$ cat config.mk
export PLATFORM = sky130hd
export DESIGN_NAME = gcr_bank
export DESIGN_NICKNAME = d
export VERILOG_FILES = /design/src/core/gcr_pkg.sv /design/src/core/gcr_bank.sv /design/src/core/gcr_spi_shift.sv /design/src/core/gcr_standstill.sv
export SDC_FILE = /design/constraint.sdc
export NUM_CORES = 1
export LEC_CHECK = 0
export ABC_AREA = 1
export BUFFER_PORTS_ARGS = -buffer_cell sky130_fd_sc_hd__buf_2
export CAP_MARGIN = 20
export CORE_ASPECT_RATIO = 2
export CORE_MARGIN = 1
export CORE_UTILIZATION = 40
export DETAILED_ROUTE_END_ITERATION = 10
export PLACE_DENSITY = 0.63
export SYNTH_ARGS = -nofsm -noshare
export SYNTH_HDL_FRONTEND = slang
export SYNTH_HIERARCHICAL = 1
export SYNTH_SLANG_ARGS = --single-unit
$ cat constraint.sdc
create_clock -name clock -period 1.6 [get_ports clock]
set_input_delay 0.16 -clock clock [delete_from_list [all_inputs] [get_ports clock]]
set_output_delay 0.16 -clock clock [all_outputs]
set_load 0.01 [all_outputs]
$ cat src/core/gcr_pkg.sv
// constants and field layout for the global configuration register bank
//
// Contract
// power up clears registers to zero; the status register loads 1 (reset flag set)
// write address carries plus 0x80 offset
// writing one clears flag, zero keeps it
// registers honour read, write, clear classes
// bit 0 recalibrates while driver disabled
// bit 1 selects 2^18 or 2^20 timeout
// bit 2 enables quiet voltage chopper
// bit 3 filters external step input
// bit 4 reverses motor direction
// bit 5 routes driver error onto A
// output A active low during reset
// bit 6 routes hot warning onto A
// bit 7 routes stall onto A
// bit 8 routes stall onto B
// bit 9 routes index position onto B
// bit 10 routes chopper on phase onto B
// bit 11 toggles B on lost step
// bit 12 selects drive of A
// bit 13 selects drive of B
// command executes on chip select rise
// reply top byte holds status bits
// unimplemented config bits read zero
package gcr_pkg;
    localparam int           FrameBits      = 40;
    localparam int           AddrBits       = 7;
    localparam int           DataBits       = 32;
    localparam int           CfgWidth       = 18;
    localparam logic [7:0]   WriteFlag      = 8'h80;
    localparam int           WriteBitPos    = 7;
    localparam logic [6:0]   AddrConfig     = 7'h00;
    localparam logic [6:0]   AddrStatus     = 7'h01;
    localparam logic [17:0]  CfgReset       = 18'h00000;
    localparam logic [2:0]   StatusReset    = 3'h1;
    localparam int           BitRecal       = 0;
    localparam int           BitFastStill   = 1;
    localparam int           BitQuietChop   = 2;
    localparam int           BitStepFilt    = 3;
    localparam int           BitInvDir      = 4;
    localparam int           BitAFault      = 5;
    localparam int           BitAHot        = 6;
    localparam int           BitAStall      = 7;
    localparam int           BitBStall      = 8;
    localparam int           BitBIndex      = 9;
    localparam int           BitBChopOn     = 10;
    localparam int           BitBLostStep   = 11;
    localparam int           BitADrive      = 12;
    localparam int           BitBDrive      = 13;
    localparam int           StResetFlag    = 0;
    localparam int           StDrvErr       = 1;
    localparam int           StPumpUv       = 2;
    localparam int           StillShortLog2 = 18;
    localparam int           StillLongLog2  = 20;
    localparam int           StillCntW      = 21;
    localparam logic [20:0]  StillShort     = 21'h040000;
    localparam logic [20:0]  StillLong      = 21'h100000;
endpackage : gcr_pkg

$ cat src/core/gcr_bank.sv
// global configuration register bank with spi access and diag routing
`timescale 1ns/1ps
`default_nettype none
module gcr_bank (
    // clock and reset
    input  wire logic                        clock,
    input  wire logic                        rst,
    // spi pins
    input  wire logic                        spiClk,
    input  wire logic                        spiCsN,
    input  wire logic                        spiDataIn,
    output var  logic                        spiDataOut,
    // driver side status inputs
    input  wire logic                        driver_disable_n,
    input  wire logic                        offTimeZero,
    input  wire logic                        stepIn,
    input  wire logic                        dirIn,
    input  wire logic                        over_temp_flag,
    input  wire logic                        short_to_ground_flag,
    input  wire logic                        pump_undervolt_flag,
    input  wire logic                        hotWarning,
    input  wire logic                        stallFlag,
    input  wire logic                        indexPos,
    input  wire logic                        chopperOnSecond,
    input  wire logic                        lostStepInc,
    // controls toward the driver core
    output var  logic                        recalibrate,
    output var  logic                        quietChopEnable,
    output var  logic                        stepFilterEnable,
    output var  logic                        motorDir,
    output var  logic                        standstill,
    // diagnostic pins, open collector when enable alone is used
    output var  logic                        diagOutA,
    output var  logic                        diagOutAEn,
    output var  logic                        diagOutB,
    output var  logic                        diagOutBEn,
    // raw register view
    output var  logic [gcr_pkg::CfgWidth-1:0] global_configuration_flags
);
    import gcr_pkg::*;

    logic [CfgWidth-1:0]  cfg_reg;
    logic [CfgWidth-1:0]  cfg_next;
    logic [2:0]           status_reg;
    logic [2:0]           status_next;
    logic                 toggleB_reg;
    logic                 stepPrev_reg;
    logic [FrameBits-1:0] reply_reg;
    logic [FrameBits-1:0] frameWord;
    logic                 frameDone;

    // field decode of the command word
    wire [7:0]          cmdByte  = frameWord[FrameBits-1:DataBits];
    wire [AddrBits-1:0] cmdAddr  = cmdByte[AddrBits-1:0];
    wire                cmdWrite = cmdByte[WriteBitPos];
    wire [DataBits-1:0] cmdData  = frameWord[DataBits-1:0];

    function automatic logic hit(input logic [AddrBits-1:0] a,
                                 input logic [AddrBits-1:0] b);
        hit = (a == b);
    endfunction : hit

    wire wrCfg    = frameDone & cmdWrite & hit(cmdAddr, AddrConfig);
    wire wrStatus = frameDone & cmdWrite & hit(cmdAddr, AddrStatus);
    wire driverFault = over_temp_flag | short_to_ground_flag;

    // upper data bits never reach storage
    assign cfg_next = wrCfg ? cmdData[CfgWidth-1:0] : cfg_reg;

    // status flags: set wins over a simultaneous write-one clear
    wire [2:0] clrMask = wrStatus ? cmdData[2:0] : 3'h0;
    wire [2:0] setMask = {pump_undervolt_flag, driverFault, 1'b0};
    assign status_next = (status_reg & ~clrMask) | setMask;

    // read data selection; unmapped addresses read zero
    wire [DataBits-1:0] rdCfg = {{(DataBits-CfgWidth){1'b0}}, cfg_reg};
    wire [DataBits-1:0] rdSt  = {{(DataBits-3){1'b0}}, status_reg};
    wire [DataBits-1:0] rdData =
        hit(cmdAddr, AddrConfig) ? rdCfg :
        hit(cmdAddr, AddrStatus) ? rdSt  : '0;

    // status byte latched at end of access, sent with the next reply
    wire [7:0] statusByte = {4'h0, standstill, stallFlag,
                             status_reg[StDrvErr], status_reg[StResetFlag]};

    // config and reply registers update at chip select rise only; status flags set on any clock
    always_ff @(posedge clock) begin
        if (rst) begin
            cfg_reg       <= CfgReset;
            status_reg    <= StatusReset;
            reply_reg     <= '0;
        end else begin
            cfg_reg    <= cfg_next;
            status_reg <= status_next;
            if (frameDone) begin
                reply_reg     <= {statusByte, rdData};
            end
        end
    end

    // lost step toggle for output B, cleared while the option is off
    always_ff @(posedge clock) begin
        if (rst) begin
            toggleB_reg  <= 1'b0;
            stepPrev_reg <= 1'b0;
        end else begin
            stepPrev_reg <= stepIn;
            if (!cfg_reg[BitBLostStep]) begin
                toggleB_reg <= 1'b0;
            end else if (lostStepInc) begin
                toggleB_reg <= ~toggleB_reg;
            end
        end
    end

    wire stepEvent = stepIn & ~stepPrev_reg;

    gcr_spi_shift uShift (
        .clock      (clock),
        .rst        (rst),
        .spiClk     (spiClk),
        .spiCsN     (spiCsN),
        .spiDataIn  (spiDataIn),
        .spiDataOut (spiDataOut),
        .replyWord  (reply_reg),
        .frameWord  (frameWord),
        .frameDone  (frameDone)
    );

    gcr_standstill uStill (
        .clock      (clock),
        .rst        (rst),
        .stepEvent  (stepEvent),
        .fastMode   (cfg_reg[BitFastStill]),
        .standstill (standstill)
    );

    // driver controls
    assign recalibrate = cfg_reg[BitRecal] &
                         (~driver_disable_n | offTimeZero);
    assign quietChopEnable  = cfg_reg[BitQuietChop];
    assign stepFilterEnable = cfg_reg[BitStepFilt];
    assign motorDir = dirIn ^ cfg_reg[BitInvDir];
    assign global_configuration_flags = cfg_reg;

    // diagnostic event routing, active sense before drive selection
    wire eventA = (cfg_reg[BitAFault] &
                   (driverFault | pump_undervolt_flag)) |
                  (cfg_reg[BitAHot] & hotWarning) |
                  (cfg_reg[BitAStall] & stallFlag);
    wire eventB = (cfg_reg[BitBStall] & stallFlag) |
                  (cfg_reg[BitBIndex] & indexPos) |
                  (cfg_reg[BitBChopOn] & chopperOnSecond) |
                  toggleB_reg;

    // reset forces A active; pushA is masked by rst, so open collector low
    wire activeA = eventA | rst;
    wire pushA   = cfg_reg[BitADrive] & ~rst;

    // push pull drives the level high-active; open collector pulls low only
    assign diagOutA   = pushA ? activeA : 1'b0;
    assign diagOutAEn = pushA ? 1'b1 : activeA;
    assign diagOutB   = cfg_reg[BitBDrive] ? eventB : 1'b0;
    assign diagOutBEn = cfg_reg[BitBDrive] ? 1'b1 : eventB;
endmodule : gcr_bank
`default_nettype wire

$ cat src/core/gcr_spi_shift.sv
// spi mode 3 shifter: samples data, drives reply, flags chip select rise
`timescale 1ns/1ps
`default_nettype none
module gcr_spi_shift (
    // clock and reset
    input  wire logic                           clock,
    input  wire logic                           rst,
    // spi pins, synchronous to clock
    input  wire logic                           spiClk,
    input  wire logic                           spiCsN,
    input  wire logic                           spiDataIn,
    output var  logic                           spiDataOut,
    // frame side
    input  wire logic [gcr_pkg::FrameBits-1:0]  replyWord,
    output var  logic [gcr_pkg::FrameBits-1:0]  frameWord,
    output logic                                frameDone
);
    import gcr_pkg::*;

    logic                 sckPrev_reg;
    logic                 csPrev_reg;
    logic [FrameBits-1:0] shift_reg;
    wire                  sckRise = spiClk & ~sckPrev_reg;
    wire                  sckFall = ~spiClk & sckPrev_reg;
    logic                 done_reg;
    wire                  csFall  = ~spiCsN & csPrev_reg;
    wire                  csRise  = spiCsN & ~csPrev_reg;

    // the last 40 bits shifted in form the command; extra bits chain out
    // done is registered on the same edge as the latch so the decode sees the new word
    assign frameDone = done_reg;

    // edge tracking and shifting; reply loaded when chip select falls
    always_ff @(posedge clock) begin
        if (rst) begin
            sckPrev_reg <= 1'b1;
            csPrev_reg  <= 1'b1;
            shift_reg   <= '0;
            spiDataOut  <= 1'b0;
            frameWord   <= '0;
            done_reg    <= 1'b0;
        end else begin
            sckPrev_reg <= spiClk;
            csPrev_reg  <= spiCsN;
            done_reg    <= csRise;
            if (csFall) begin
                shift_reg  <= replyWord;
                spiDataOut <= replyWord[FrameBits-1];
            end else if (!spiCsN && sckRise) begin
                shift_reg <= {shift_reg[FrameBits-2:0], spiDataIn};
            end else if (!spiCsN && sckFall) begin
                spiDataOut <= shift_reg[FrameBits-1];
            end
            if (csRise) begin
                frameWord <= shift_reg;
            end
        end
    end
endmodule : gcr_spi_shift
`default_nettype wire

$ cat src/core/gcr_standstill.sv
// standstill timer counting clocks since the last step
`timescale 1ns/1ps
`default_nettype none
module gcr_standstill (
    // clock and reset
    input  wire logic clock,
    input  wire logic rst,
    // control
    input  wire logic stepEvent,
    input  wire logic fastMode,
    // result
    output var  logic standstill
);
    import gcr_pkg::*;

    logic [StillCntW-1:0] count_reg;
    // the limit follows the mode bit live, so a switch applies at once
    wire  [StillCntW-1:0] limit = fastMode ? StillShort : StillLong;
    wire                  atLimit = (count_reg >= limit);

    // counter saturates at the limit rather than wrapping
    always_ff @(posedge clock) begin
        if (rst) begin
            count_reg  <= '0;
            standstill <= 1'b0;
        end else begin
            if (stepEvent) begin
                count_reg <= '0;
            end else if (!atLimit) begin
                count_reg <= count_reg + 1'b1;
            end
            standstill <= atLimit & ~stepEvent;
        end
    end
endmodule : gcr_standstill
`default_nettype wire

# Yosys cells after proc, flatten, opt, wreduce, memory -nomap -nowiden
# Index checks and enable logic that the tools add are counted.
# W data, S select, Z words.
[totals]
regBits = 165
input_bits = 17
out_inout_bits = 28
elab_cells = 79
[classes]
addsub = 1
n_lt_le_gt_ge = 1
n_eq_ne = 2
mux = 13
n_bitwise = 40
reduce_logical = 9
[ops]
columns = ["op", "n"]
rows = [
  ["$mux W40", 2],
  ["$add A21 B1 Y21 const B", 1],
  ["$ge A21 B21 Y1", 1],
  ["$mux W21", 1],
  ["$mux W18", 1],
  ["$and A1 B1 Y1", 17],
  ["$not A1 Y1", 10],
  ["$or A1 B1 Y1", 9],
  ["$eq A7 B1 Y1 const B", 1],
  ["$logic_not A7 Y1", 1],
  ["$mux W1", 7],
  ["$mux W3", 2],
  ["$reduce_bool A2 Y1", 2],
  ["$reduce_or A2 Y1", 2],
  ["$and A3 B3 Y3", 1],
  ["$not A3 Y3", 1],
  ["$or A3 B3 Y3", 1],
  ["$logic_and A1 B1 Y1", 2],
  ["$ne A2 B1 Y1 const B", 1],
  ["$reduce_and A2 Y1", 1],
  ["$logic_not A1 Y1", 1],
  ["$xor A1 B1 Y1", 1],
]

# Logic depth before layout (Yosys ltp)
# Gate-level depths: netlist of the first run.
[depth]
ltp_word = 7
mapped_depth = 13
mapped_depth_nobuf = 13

# Cells and area by module
# Netlist of the first run, hierarchy kept.
[modules_own_cells]
columns = ["mod", "n_inst", "cells_each", "area_per_inst_um2", "seq_area_each_um2"]
rows = [
  ["gcr_spi_shift", 1, 506, 3552.2, 1681.6],
  ["gcr_bank", 1, 282, 1948.1, 900.9],
  ["gcr_standstill", 1, 216, 1393.8, 440.4],
]

# Worst setup path after synthesis of the first run
# OpenSTA, ideal clock, no wires.
[synth_timing]
kind = "flip-flop to flip-flop"
startpoint = "register cfg_reg[1], in the netlist global_configuration_flags[1]"
endpoint = "register uStill.count_reg[14]"
setup_ns = 0.070
arrival_time_ns = 1.565
required_ns = 1.530
setup_slack_ns = -0.035
path_stages_with_launch = 12
n_path_buf = 2
synth_period_minus_slack_ns = 1.635
path_cell_list = "dfxtp_1 > ha_1 > nand2_1 > inv_1 > nand2_1 > nor2_2 > nand3_4 > nand2_4 > buf_6 > buf_12 > nand2_1 > a21oi_2"
[synth_via]
elab_chain_len = 2
[synth_lines]
columns = ["item", "line_no", "text"]
rows = [
  ["from (decl)", "gcr_bank.sv:42", "logic [CfgWidth-1:0] cfg_reg;"],
  ["from (signal assigned)", "gcr_bank.sv:89", "cfg_reg <= CfgReset;"],
  ["from (signal assigned)", "gcr_bank.sv:93", "cfg_reg <= cfg_next;"],
  ["$mux W21", "gcr_standstill.sv:18", "wire [StillCntW-1:0] limit = fastMode ? StillShort : StillLong;"],
  ["$ge A21 B21 Y1", "gcr_standstill.sv:19", "wire atLimit = (count_reg >= limit);"],
  ["to (signal assigned)", "gcr_standstill.sv:30", "count_reg <= count_reg + 1'b1;"],
  ["to (decl)", "gcr_standstill.sv:16", "logic [StillCntW-1:0] count_reg;"],
]
# Every way passes these cells.
# A chain may end at the register's enable or synchronous reset.

# Worst setup path after layout of the first run
[layout_timing]
startpoint = "register uStill.count_reg[18]"
endpoint = "register uStill.count_reg[9]"
[layout_via]
elab_chain_len = 1
[layout_lines]
columns = ["item", "line_no"]
rows = [
  ["$ge A21 B21 Y1", "gcr_standstill.sv:19"],
]
# Every way passes these cells.

==> results by group, run 1 <==
Finish
  • Layout cells sized above 1: 15.9%
  • Core Util, Final: 48.9%
  • Area grow syn2layout: 19.9%
  • Max reg flops: 40
  • N_diodes: 0
  • Nets@finish: 1,035
  • Final instance area: 0.00772 mm2
  • Finished Layout Cells: 1,226

Global routing
  • Initial antenna violation count: 0
  • Overall routing resource usage: 20.9%
  • Number of global-route vias before repair: 5,860
  • Largest net degree at the start of global routing: 49
  • Total gr overflow: 0
  • First-pass GRT wire length: 27,800 um

Placement
  • Placer congestion estimate: 0.858
  • # port buffers: 44
  • Post-DP HPWL: 10,900 um
  • Placed cell area: 0.00697 mm2
  • Post-placement cell count: 1,188

Run
  • Max-cap violations: 0

Drt
  • Initial DRC Count: 285
  • Routed length per instance: 13.4 um
  • Vias: 6,040
  • DRT Wirelength: 16,500 um
  • Antenna Violating Nets Remaining: 0
  • First-pass DRT Iterations: 4
  • Vias per cell: 4.93
  • Post-route DRC: 0

Worst setup path
  • Arrival @ worst endpoint: 2.00 ns
  • Maximum fanout along the worst path: 6
  • Reg2reg setup slack: -0.09 ns
  • CP endpoint kind: flip-flop
  • Slowest stage delay, CP: 0.33 ns
  • Slowest stage cell, crit path: dfxtp_2
  • R2R cell count: 12
  • Crit path cell chain: inv_2 -> ha_4 -> inv_2 -> nor2_2 -> nand2_1 -> nor2_2 -> nand3_4 -> nand2_4 -> buf_12 -> clkinvlp_4 -> nand2_1 -> a21oi_2
  • Reg-to-reg endpoint: uStill/count_reg[9]
  • Crit Path Class: reg -> reg
  • Delay-heaviest family, CP: simple AND/OR/NAND/NOR gates
  • Req. time, crit path: 1.91 ns
  • Crit start category: flip-flop
  • WP buf/inv: 4
  • Levels on crit path: 12
  • Setup crit end: uStill/count_reg[9]
  • Critical Path Start: uStill/count_reg[18]
  • Critical R2R Launch: uStill/count_reg[18]

Floorplan
  • Die Height: 181 um
  • Total die area: 0.0166 mm2
  • Core area: 0.0158 mm2
  • Core Rows: 65
  • Initial Util: 40.8%
  • Die Wd: 91.7 um
  • Ports: 45

CTS
  • CTS Buffer Depth: 2
  • TritonCTS clock tree: done
  • Clock slew at reported path FFs: 0.06 ns
  • CTS sink cnt: 137
  • CTS H-tree depth: 4
  • CTS Buf Count: 17
  • Clock Latency Late Sink: 0.42 ns
  • CTS root buffer: clkbuf_16

Timing
  • RSZ-0062 raised after global routing: true
  • Skew final: 0.0109 ns
  • Final Cycle Share: 106%
  • Min Tclk post-route: 1.69 ns
  • Final worst slack: -0.0916 ns
  • # setup viols final: 13
  • Final Max Tran Viols: 0
  • FMAX: 591 MHz
  • Final Hold Viols: 0

Outcome
  • Outcome: finished, violations left
  • Failing checks: negative setup slack

Yosys
  • YS warnings: 6
  • Cell count after synthesis: 948
  • Mapped cell area: 0.00644 mm2
  • Avg Inst Size Synth: 6.79 um2

Pwr
  • Leak: 3.37 nW
  • PwrDens: 1050 mW/mm2
  • VDD IR max: 0.795 mV

Hold path
  • Worst Hold Class: in -> reg
==> placed cells by master, fill, tap and decap left out, types with 18 or more instances in the layout <==
master / count
buf_4: 36
dfxtp_1: 135
a21oi_1: 64
nand3_1: 100
conb_1: 18
nor2_1: 148
buf_2: 44
nand2_1: 264
o21ai_0: 48
inv_1: 57
==> worst reg2reg max path, delay by kind of cell (launching register included) <==
family	cells	cell delay, ns
compound gates	1	0.05
fa+ha+maj	1	0.25
buf+inv	4	0.35
flops	1	0.33
simple gates	6	0.61
==> worst min-delay path by stage <==
| stage | start | endpoint | slack [ns] | cells after the start |
|---|---|---|---|---|
| after global placement | spiClk | uShift/sckPrev_reg | 0.37 | 3 |
| final | rst | uShift/frameDone | 0.1 | 2 |
| after floorplan | rst | status_reg[1] | 0.23 | 1 |
| after detailed placement | spiClk | uShift/sckPrev_reg | 0.37 | 3 |
| after CTS | rst | uShift/frameDone | 0.08 | 2 |
| after global routing | rst | uShift/shift_reg[29] | 0.12 | 2 |
==> metal layers <==
layer	wire (um)	global-route usage [%]	vias up
met5	0	0	-
met4	573	9.25	0
met3	397	3.64	32
met2	8890	39.7	93
met1	6600	21.9	2809
li1	-	-	3106
==> layout make-up <==
cell class,instances,area [um2]
well taps,201,251
clock buffers,24,512
repair inverters,1,7.51
repair buffers,91,657
inverters,63,240
fillers,1650,8060
multi-input cells,703,3220
flip-flops and latches,137,2750
clock inverters,6,87.6
==> stage by stage <==
stage          setup WS, ns  total power [mW]  setup TNS, ns  hold slack [ns]
2_1_floorplan        0.0165              4.05              0            0.229
3_3_place_gp        0.00133              4.21              0            0.368
3_5_place_dp        -0.0162              4.22        -0.0267            0.374
4_1_cts             -0.0203              8.18        -0.0203           0.0814
5_1_grt              -0.216              8.42          -3.15            0.115
6_report            -0.0916              8.11         -0.546           0.0966
==> report_power, final <==
group	leakage [nW]	internal (mW)	switching (mW)
Clock	0.286	2.52	1.44
Sequential	1.11	3.51	0.0575
Combinational	1.97	0.194	0.394
Total	3.37	6.22	1.89
==> repair_timing <==
item	CTS	global route
resized for setup	1	22
setup buffers	0	3
hold endpoints to repair	4	0
endpoints found under the setup margin	3	24
pin swaps	0	11
gates cloned	0	1
hold buffers	4	0
Power figures use the tool's default switching activity.
==> run 2, diff against run 1 <==
SKIP_LAST_GASP = 1   (was not set)
==> results by group, run 2 (synthesis gave the netlist of run 1 again) <==
Finish
  • Layout cells sized above 1: 15.7% (was 15.9%)
  • Area grow syn2layout: 19.8% (was 19.9%)
  • Commonest non-fill, non-tap cell in the layout: nand2_1 (unchanged)
  • Most frequent cells in the layout: 264 x nand2_1, 149 x nor2_1, 135 x dfxtp_1 (was 264 x nand2_1, 148 x nor2_1, 135 x dfxtp_1)
  • Number of fill cells: 1,652 (was 1,650)
  • Finished Layout Cells: 1,226 (unchanged)
  • N_diodes: 0 (unchanged)
  • Core Util, Final: 48.9% (about the same)
  • Final instance area: 0.00771 mm2 (was 0.00772 mm2)
  • Max reg flops: 40 (unchanged)
  • Nets@finish: 1,035 (unchanged)

Placement
  • Placer congestion estimate: 0.858 (unchanged)
  • Placed cell area: 0.00697 mm2 (unchanged)
  • Post-placement cell count: 1,188 (unchanged)
  • Post-DP HPWL: 10,900 um (unchanged)
  • # port buffers: 44 (unchanged)

Pwr
  • Combinational share of power: 7.2% (about the same)
  • VDD IR max: 0.792 mV (was 0.795 mV)
  • Int Power: 6.22 mW (about the same)
  • Leak: 3.37 nW (about the same)
  • Switching pwr: 1.89 mW (about the same)
  • Clk pwr share: 48.8% (about the same)
  • PwrDens: 1050 mW/mm2 (about the same)
  • Sequential power share: 43.9% (about the same)
  • Net Sw Frac: 23.3% (about the same)

Drt
  • Routed length per instance: 13.4 um (about the same)
  • Initial DRC Count: 279 (was 285)
  • DRT Wirelength: 16,400 um (was 16,500 um)
  • Vias: 6,010 (was 6,040)
  • Vias per cell: 4.90 (was 4.93)
  • Antenna Violating Nets Remaining: 0 (unchanged)
  • Post-route DRC: 0 (unchanged)
  • First-pass DRT Iterations: 5 (was 4)

CTS
  • TritonCTS clock tree: done (unchanged)
  • CTS Buffer Depth: 2 (unchanged)
  • CTS Buf Count: 17 (unchanged)
  • Clock slew at reported path FFs: 0.06 ns (about the same)
  • CTS root buffer: clkbuf_16 (unchanged)
  • Clock Latency Late Sink: 0.42 ns (about the same)
  • CTS H-tree depth: 4 (unchanged)
  • CTS sink cnt: 137 (unchanged)

Worst setup path
  • WP buf/inv: 4 (unchanged)
  • Req. time, crit path: 1.91 ns (about the same)
  • Slowest stage cell, crit path: dfxtp_2 (unchanged)
  • CP endpoint kind: flip-flop (unchanged)
  • Crit Path Class: reg -> reg (unchanged)
  • Maximum fanout along the worst path: 6 (unchanged)
  • Arrival @ worst endpoint: 2.00 ns (about the same)
  • Crit start category: flip-flop (unchanged)
  • Levels on crit path: 12 (unchanged)
  • Crit path cell chain: inv_2 -> ha_4 -> inv_2 -> nor2_2 -> nand2_1 -> nor2_2 -> nand3_4 -> nand2_4 -> buf_12 -> clkinvlp_4 -> nand2_1 -> a21oi_2 (unchanged)
  • Slowest stage delay, CP: 0.33 ns (about the same)
  • Delay-heaviest family, CP: simple AND/OR/NAND/NOR gates (unchanged)
  • R2R cell count: 12 (unchanged)

Floorplan
  • Ports: 45 (unchanged)
  • Core area: 0.0158 mm2 (unchanged)
  • Die Height: 181 um (unchanged)
  • Core Rows: 65 (unchanged)
  • Initial Util: 40.8% (unchanged)
  • Total die area: 0.0166 mm2 (unchanged)
  • Die Wd: 91.7 um (unchanged)

Global routing
  • Number of global-route vias before repair: 5,860 (unchanged)
  • Largest net degree at the start of global routing: 49 (unchanged)
  • Total gr overflow: 0 (unchanged)
  • Overall routing resource usage: 20.9% (unchanged)
  • Initial antenna violation count: 0 (unchanged)
  • First-pass GRT wire length: 27,800 um (unchanged)

Timing
  • FMAX: 592 MHz (was 591 MHz)
  • Hold Slack: 0.0973 ns (was 0.0966 ns)
  • Min Tclk post-route: 1.69 ns (about the same)
  • TNS Setup: -0.528 ns (was -0.546 ns)
  • Final Max Tran Viols: 0 (unchanged)
  • Skew final: 0.0108 ns (was 0.0109 ns)
  • RSZ-0062 raised after global routing: true (unchanged)
  • # setup viols final: 12 (was 13)
  • Final Hold Viols: 0 (unchanged)
  • Final Cycle Share: 106% (about the same)
  • Final worst slack: -0.0905 ns (was -0.0916 ns)

Hold path
  • Worst Hold Class: in -> reg (unchanged)
  • Worst hold path depth: 2 (unchanged)

Outcome
  • Failing checks: negative setup slack (unchanged)
  • Outcome: finished, violations left (unchanged)

Run
  • Max-cap violations: 0 (unchanged)
## run 2: changes by cell type in the layout (fill, tap and decap cells not counted)
cell,change
nor2_1,+1
a21oi_1,+1
a21oi_2,-1
nor2_2,-1
## run 2: power by group through the flow
stage               logic [mW]  clock network [mW]  registers (mW)
floorplan                0.433                   0            3.62
global placement         0.575                   0            3.64
detailed placement       0.578                   0            3.64
CTS                      0.589                4.03            3.56
global route             0.666                4.18            3.58
finish                   0.587                3.96            3.56
## run 2: area by class of cell
class	instances	area [um2]	area share, %
multi-input cells	703	3210	41.6
flip-flops and latches	137	2750	35.6
repair buffers	91	657	8.52
clock buffers	24	512	6.64
well taps	201	251	3.26
inverters	63	240	3.12
clock inverters	6	87.6	1.14
repair inverters	1	7.51	0.0974
## run 2: path summary, 6_finish.rpt
kind	startpoint	end	slack [ns]
setup / recovery	uStill/count_reg[18]	uStill/count_reg[9]	-0.09
hold / removal	rst	uShift/frameDone	0.1
setup reg to reg	uStill/count_reg[18]	uStill/count_reg[9]	-0.09
hold reg to reg	status_reg[2]	status_reg[2]	0.47
## run 2: stage by stage
stage	power, mW	worst slack (ns)
6_report	8.11	-0.0905
5_1_grt	8.42	-0.216
4_1_cts	8.18	-0.0203
3_5_place_dp	4.22	-0.0162
3_3_place_gp	4.21	0.00133
2_1_floorplan	4.05	0.0165
## run 2: metal layers
layer | vias up | wire, um | track usage (%)
met5 | - | 0 | 0
met4 | 0 | 547 | 9.25
met3 | 31 | 364 | 3.64
met2 | 87 | 8900 | 39.7
met1 | 2785 | 6620 | 21.9
li1 | 3107 | - | -
## run 2: worst reg2reg max path, stage by stage, from the launching register on
cell and delay (ns):
dfxtp_2 0.33, inv_2 0.05, ha_4 0.25, inv_2 0.03, nor2_2 0.08, nand2_1 0.06, nor2_2 0.14, nand3_4 0.09
nand2_4 0.13, buf_12 0.11, clkinvlp_4 0.16, nand2_1 0.12, a21oi_2 0.05
## run 2: repair_timing
action	in CTS	in global routing
setup buffers	0	3
hold endpoints to repair	4	0
resized for setup	1	20
endpoints found under the setup margin	3	24
hold buffers	4	0
pin swaps	0	11
cloned	0	1
==> run 3, diff against run 2 <==
SYNTH_HIERARCHICAL = not set   (was 1)
==> results by group, run 3 <==
Drt
  • First-pass DRT Iterations: 5 (unchanged)
  • Routed length per instance: 13.8 um (was 13.4 um)
  • Initial DRC Count: 228 (was 279)
  • Post-route DRC: 0 (unchanged)
  • Vias per cell: 4.99 (was 4.90)
  • Vias: 5,220 (was 6,010)
  • DRT Wirelength: 14,400 um (was 16,400 um)
  • Antenna Violating Nets Remaining: 0 (unchanged)

Pwr
  • Combinational share of power: 6.4% (was 7.2%)
  • Int Power: 5.88 mW (was 6.22 mW)
  • Leak: 2.87 nW (was 3.37 nW)
  • Sequential power share: 46.2% (was 43.9%)
  • Clk pwr share: 47.4% (was 48.8%)
  • Switching pwr: 1.91 mW (was 1.89 mW)
  • PwrDens: 1110 mW/mm2 (was 1050 mW/mm2)
  • VDD IR max: 0.741 mV (was 0.792 mV)
  • Net Sw Frac: 24.6% (was 23.3%)

Yosys
  • Mapped cell area: 0.00574 mm2 (was 0.00644 mm2)
  • Number of synthesized register bits: 137
  • Cell count after synthesis: 793 (was 948)
  • Avg Inst Size Synth: 7.23 um2 (was 6.79 um2)
  • Seq/Total Area, Yosys: 47.8%
  • Yosys top cell area share: 47.8%
  • YS warnings: 0 (was 6)
  • Syn_nets: 814
  • Most frequent cells after synthesis: 168 x nor2_1, 163 x nand2_1, 137 x dfxtp_1, 67 x o21ai_0, 54 x a21oi_1
  • Post-synthesis cell type count: 37
  • Synth area leaders: dfxtp_1 48%, nor2_1 11%, nand2_1 11%
  • Fraction of registers with async set/reset: 0%
  • Most numerous cell in the Yosys netlist: nor2_1
  • Post-synth top area cell: dfxtp_1
  • Primary FF master, synth: dfxtp_1
  • EDFF count, synth: 0

Finish
  • Most frequent cells in the layout: 160 x nand2_1, 158 x nor2_1, 130 x dfxtp_1 (was 264 x nand2_1, 149 x nor2_1, 135 x dfxtp_1)
  • Commonest non-fill, non-tap cell in the layout: nand2_1 (unchanged)
  • Number of fill cells: 1,398 (was 1,652)
  • Layout cells sized above 1: 17.1% (was 15.7%)
  • Area of the multi-input gates: 0.00269 mm2 (was 0.00321 mm2)
  • N_diodes: 0 (unchanged)
  • Area grow syn2layout: 21.9% (was 19.8%)
  • Nets@finish: 866 (was 1,035)
  • Finished Layout Cells: 1,047 (was 1,226)
  • Max reg flops: 40 (unchanged)
  • Final instance area: 0.00699 mm2 (was 0.00771 mm2)
  • Storage cell area: 0.00275 mm2 (about the same)
  • Core Util, Final: 50.1% (was 48.9%)

Timing
  • Hold Slack: 0.0374 ns (was 0.0973 ns)
  • Min Tclk post-route: 1.60 ns (was 1.69 ns)
  • Final Cycle Share: 100% (was 106%)
  • # setup viols final: 0 (was 12)
  • Worst slew pin tran: 0.544 ns
  • Skew final: 0.00875 ns (was 0.0108 ns)
  • Final Hold Viols: 0 (unchanged)
  • RSZ-0062 raised after global routing: true (unchanged)
  • FMAX: 625 MHz (was 592 MHz)
  • Slew margin rel.: 63.7%
  • Final worst slack: 0.000270 ns (was -0.0905 ns)
  • Final Max Tran Viols: 0 (unchanged)

Floorplan
  • Ports: 45 (unchanged)
  • Total die area: 0.0149 mm2 (was 0.0166 mm2)
  • Die Height: 171 um (was 181 um)
  • Core area: 0.0140 mm2 (was 0.0158 mm2)
  • Die Wd: 86.7 um (was 91.7 um)
  • Initial Util: 41.1% (was 40.8%)
  • Core Rows: 61 (was 65)

Outcome
  • Outcome: complete, no violations (was finished, violations left)

CTS
  • CTS sink cnt: 137 (unchanged)
  • TritonCTS clock tree: done (unchanged)
  • CTS Buffer Depth: 2 (unchanged)
  • CTS H-tree depth: 4 (unchanged)
  • Clock Latency Late Sink: 0.41 ns (was 0.42 ns)
  • Clock slew at reported path FFs: 0.06 ns (about the same)
  • CTS Buf Count: 17 (unchanged)
  • CTS root buffer: clkbuf_16 (unchanged)

Global routing
  • Initial antenna violation count: 0 (unchanged)
  • Overall routing resource usage: 20.7% (was 20.9%)
  • Number of global-route vias before repair: 5,031 (was 5,860)
  • First-pass GRT wire length: 23,900 um (was 27,800 um)
  • Total gr overflow: 0 (unchanged)
  • Largest net degree at the start of global routing: 71 (was 49)

Worst setup path
  • Arrival @ worst endpoint: 1.91 ns (was 2.00 ns)
  • CP endpoint kind: flip-flop (unchanged)
  • Crit Path Class: reg -> reg (unchanged)
  • Req. time, crit path: 1.91 ns (about the same)
  • Critical R2R Launch: uStill.count_reg[18] (was uStill/count_reg[18])
  • Maximum fanout along the worst path: 5 (was 6)
  • Crit start category: flip-flop (unchanged)
  • Critical Path Start: uStill.count_reg[18] (was uStill/count_reg[18])

Placement
  • Post-DP HPWL: 9460 um (was 10,900 um)
  • Placer congestion estimate: 0.878 (was 0.858)
  • Pre-CTS setup slack: -0.0610 ns (was -0.0162 ns)
  • Placed cell area: 0.00623 mm2 (was 0.00697 mm2)
  • Post-placement cell count: 1,008 (was 1,188)
  • # port buffers: 44 (unchanged)

Hold path
  • Worst Hold Class: in -> reg (unchanged)
  • HP Start: stallFlag (was rst)

Run
  • Max-cap violations: 0 (unchanged)
-- run 3: worst paths after layout --
path                               end  slack [ns]  cells after the start
setup / recovery  uStill.count_reg[16]      0.0003                     12
hold / removal           reply_reg[34]        0.04                      3
setup reg to reg  uStill.count_reg[16]      0.0003                     12
hold reg to reg          status_reg[0]        0.46                      2
-- run 3: final cells by class --
type / instances / share of cell area (%)
Multi-Input combinational cell: 558 / 38.4
Tap cell: 189 / 3.38
Inverter: 52 / 2.88
Clock inverter: 14 / 1.77
Sequential cell: 137 / 39.3
Clock buffer: 18 / 6.28
Timing Repair Buffer: 79 / 7.94
-- run 3: cells by family (layout without fill, tap and decap cells) --
group                    after synthesis  after routing  synth area share, %
AO/OA/AOI/OAI                        151            151                 14.9
XOR/XNOR                              10             10                 1.53
buffers and inverters                 98            163                 7.13
adder cells (fa/ha/maj)                4              4                0.872
flip-flops                           137            137                 47.8
AND/OR/NAND/NOR                      393            393                 27.8
-- run 3: repair_timing --
item / in CTS / in global routing
buffers inserted: 0 / 1
gates cloned: 0 / 2
endpoints found under the setup margin: 20 / 25
resized for setup: 6 / 31
hold buffers: 4 / 0
pin swaps: 0 / 9
hold endpoints to repair: 4 / 0
-- run 3: critical path, cell delays in order (launching register included) --
cell and delay [ns]:
dfxtp_2 0.34, inv_2 0.05, ha_4 0.25, inv_2 0.02
nor2_1 0.07, nand2_1 0.07, nor2_2 0.10, nand3_2 0.12
nand2_4 0.15, clkbuf_16 0.16, nor2_2 0.03, nor2_1 0.09
nor2_1 0.04
-- run 3: through the flow --
step	TNS, ns	power, mW
floorplan	0	3.99
global placement	-0.111	4.16
detailed placement	-0.240	4.16
CTS	0	7.88
global route	-0.884	8.10
finish	0	7.79
-- run 3: power by group through the flow --
stage	sequential (mW)	combinational, mW	clock (mW)
2_1_floorplan	3.65	0.336	0
5_1_grt	3.61	0.570	3.91
6_report	3.60	0.498	3.69
4_1_cts	3.60	0.501	3.78
3_3_place_gp	3.67	0.489	0
3_5_place_dp	3.67	0.492	0
-- run 3: per-layer routing --
layer	global-route usage, %	routed length, um
met5	0	0
met4	8.62	286
met3	3.89	428
met2	38.3	7820
met1	22.7	5880
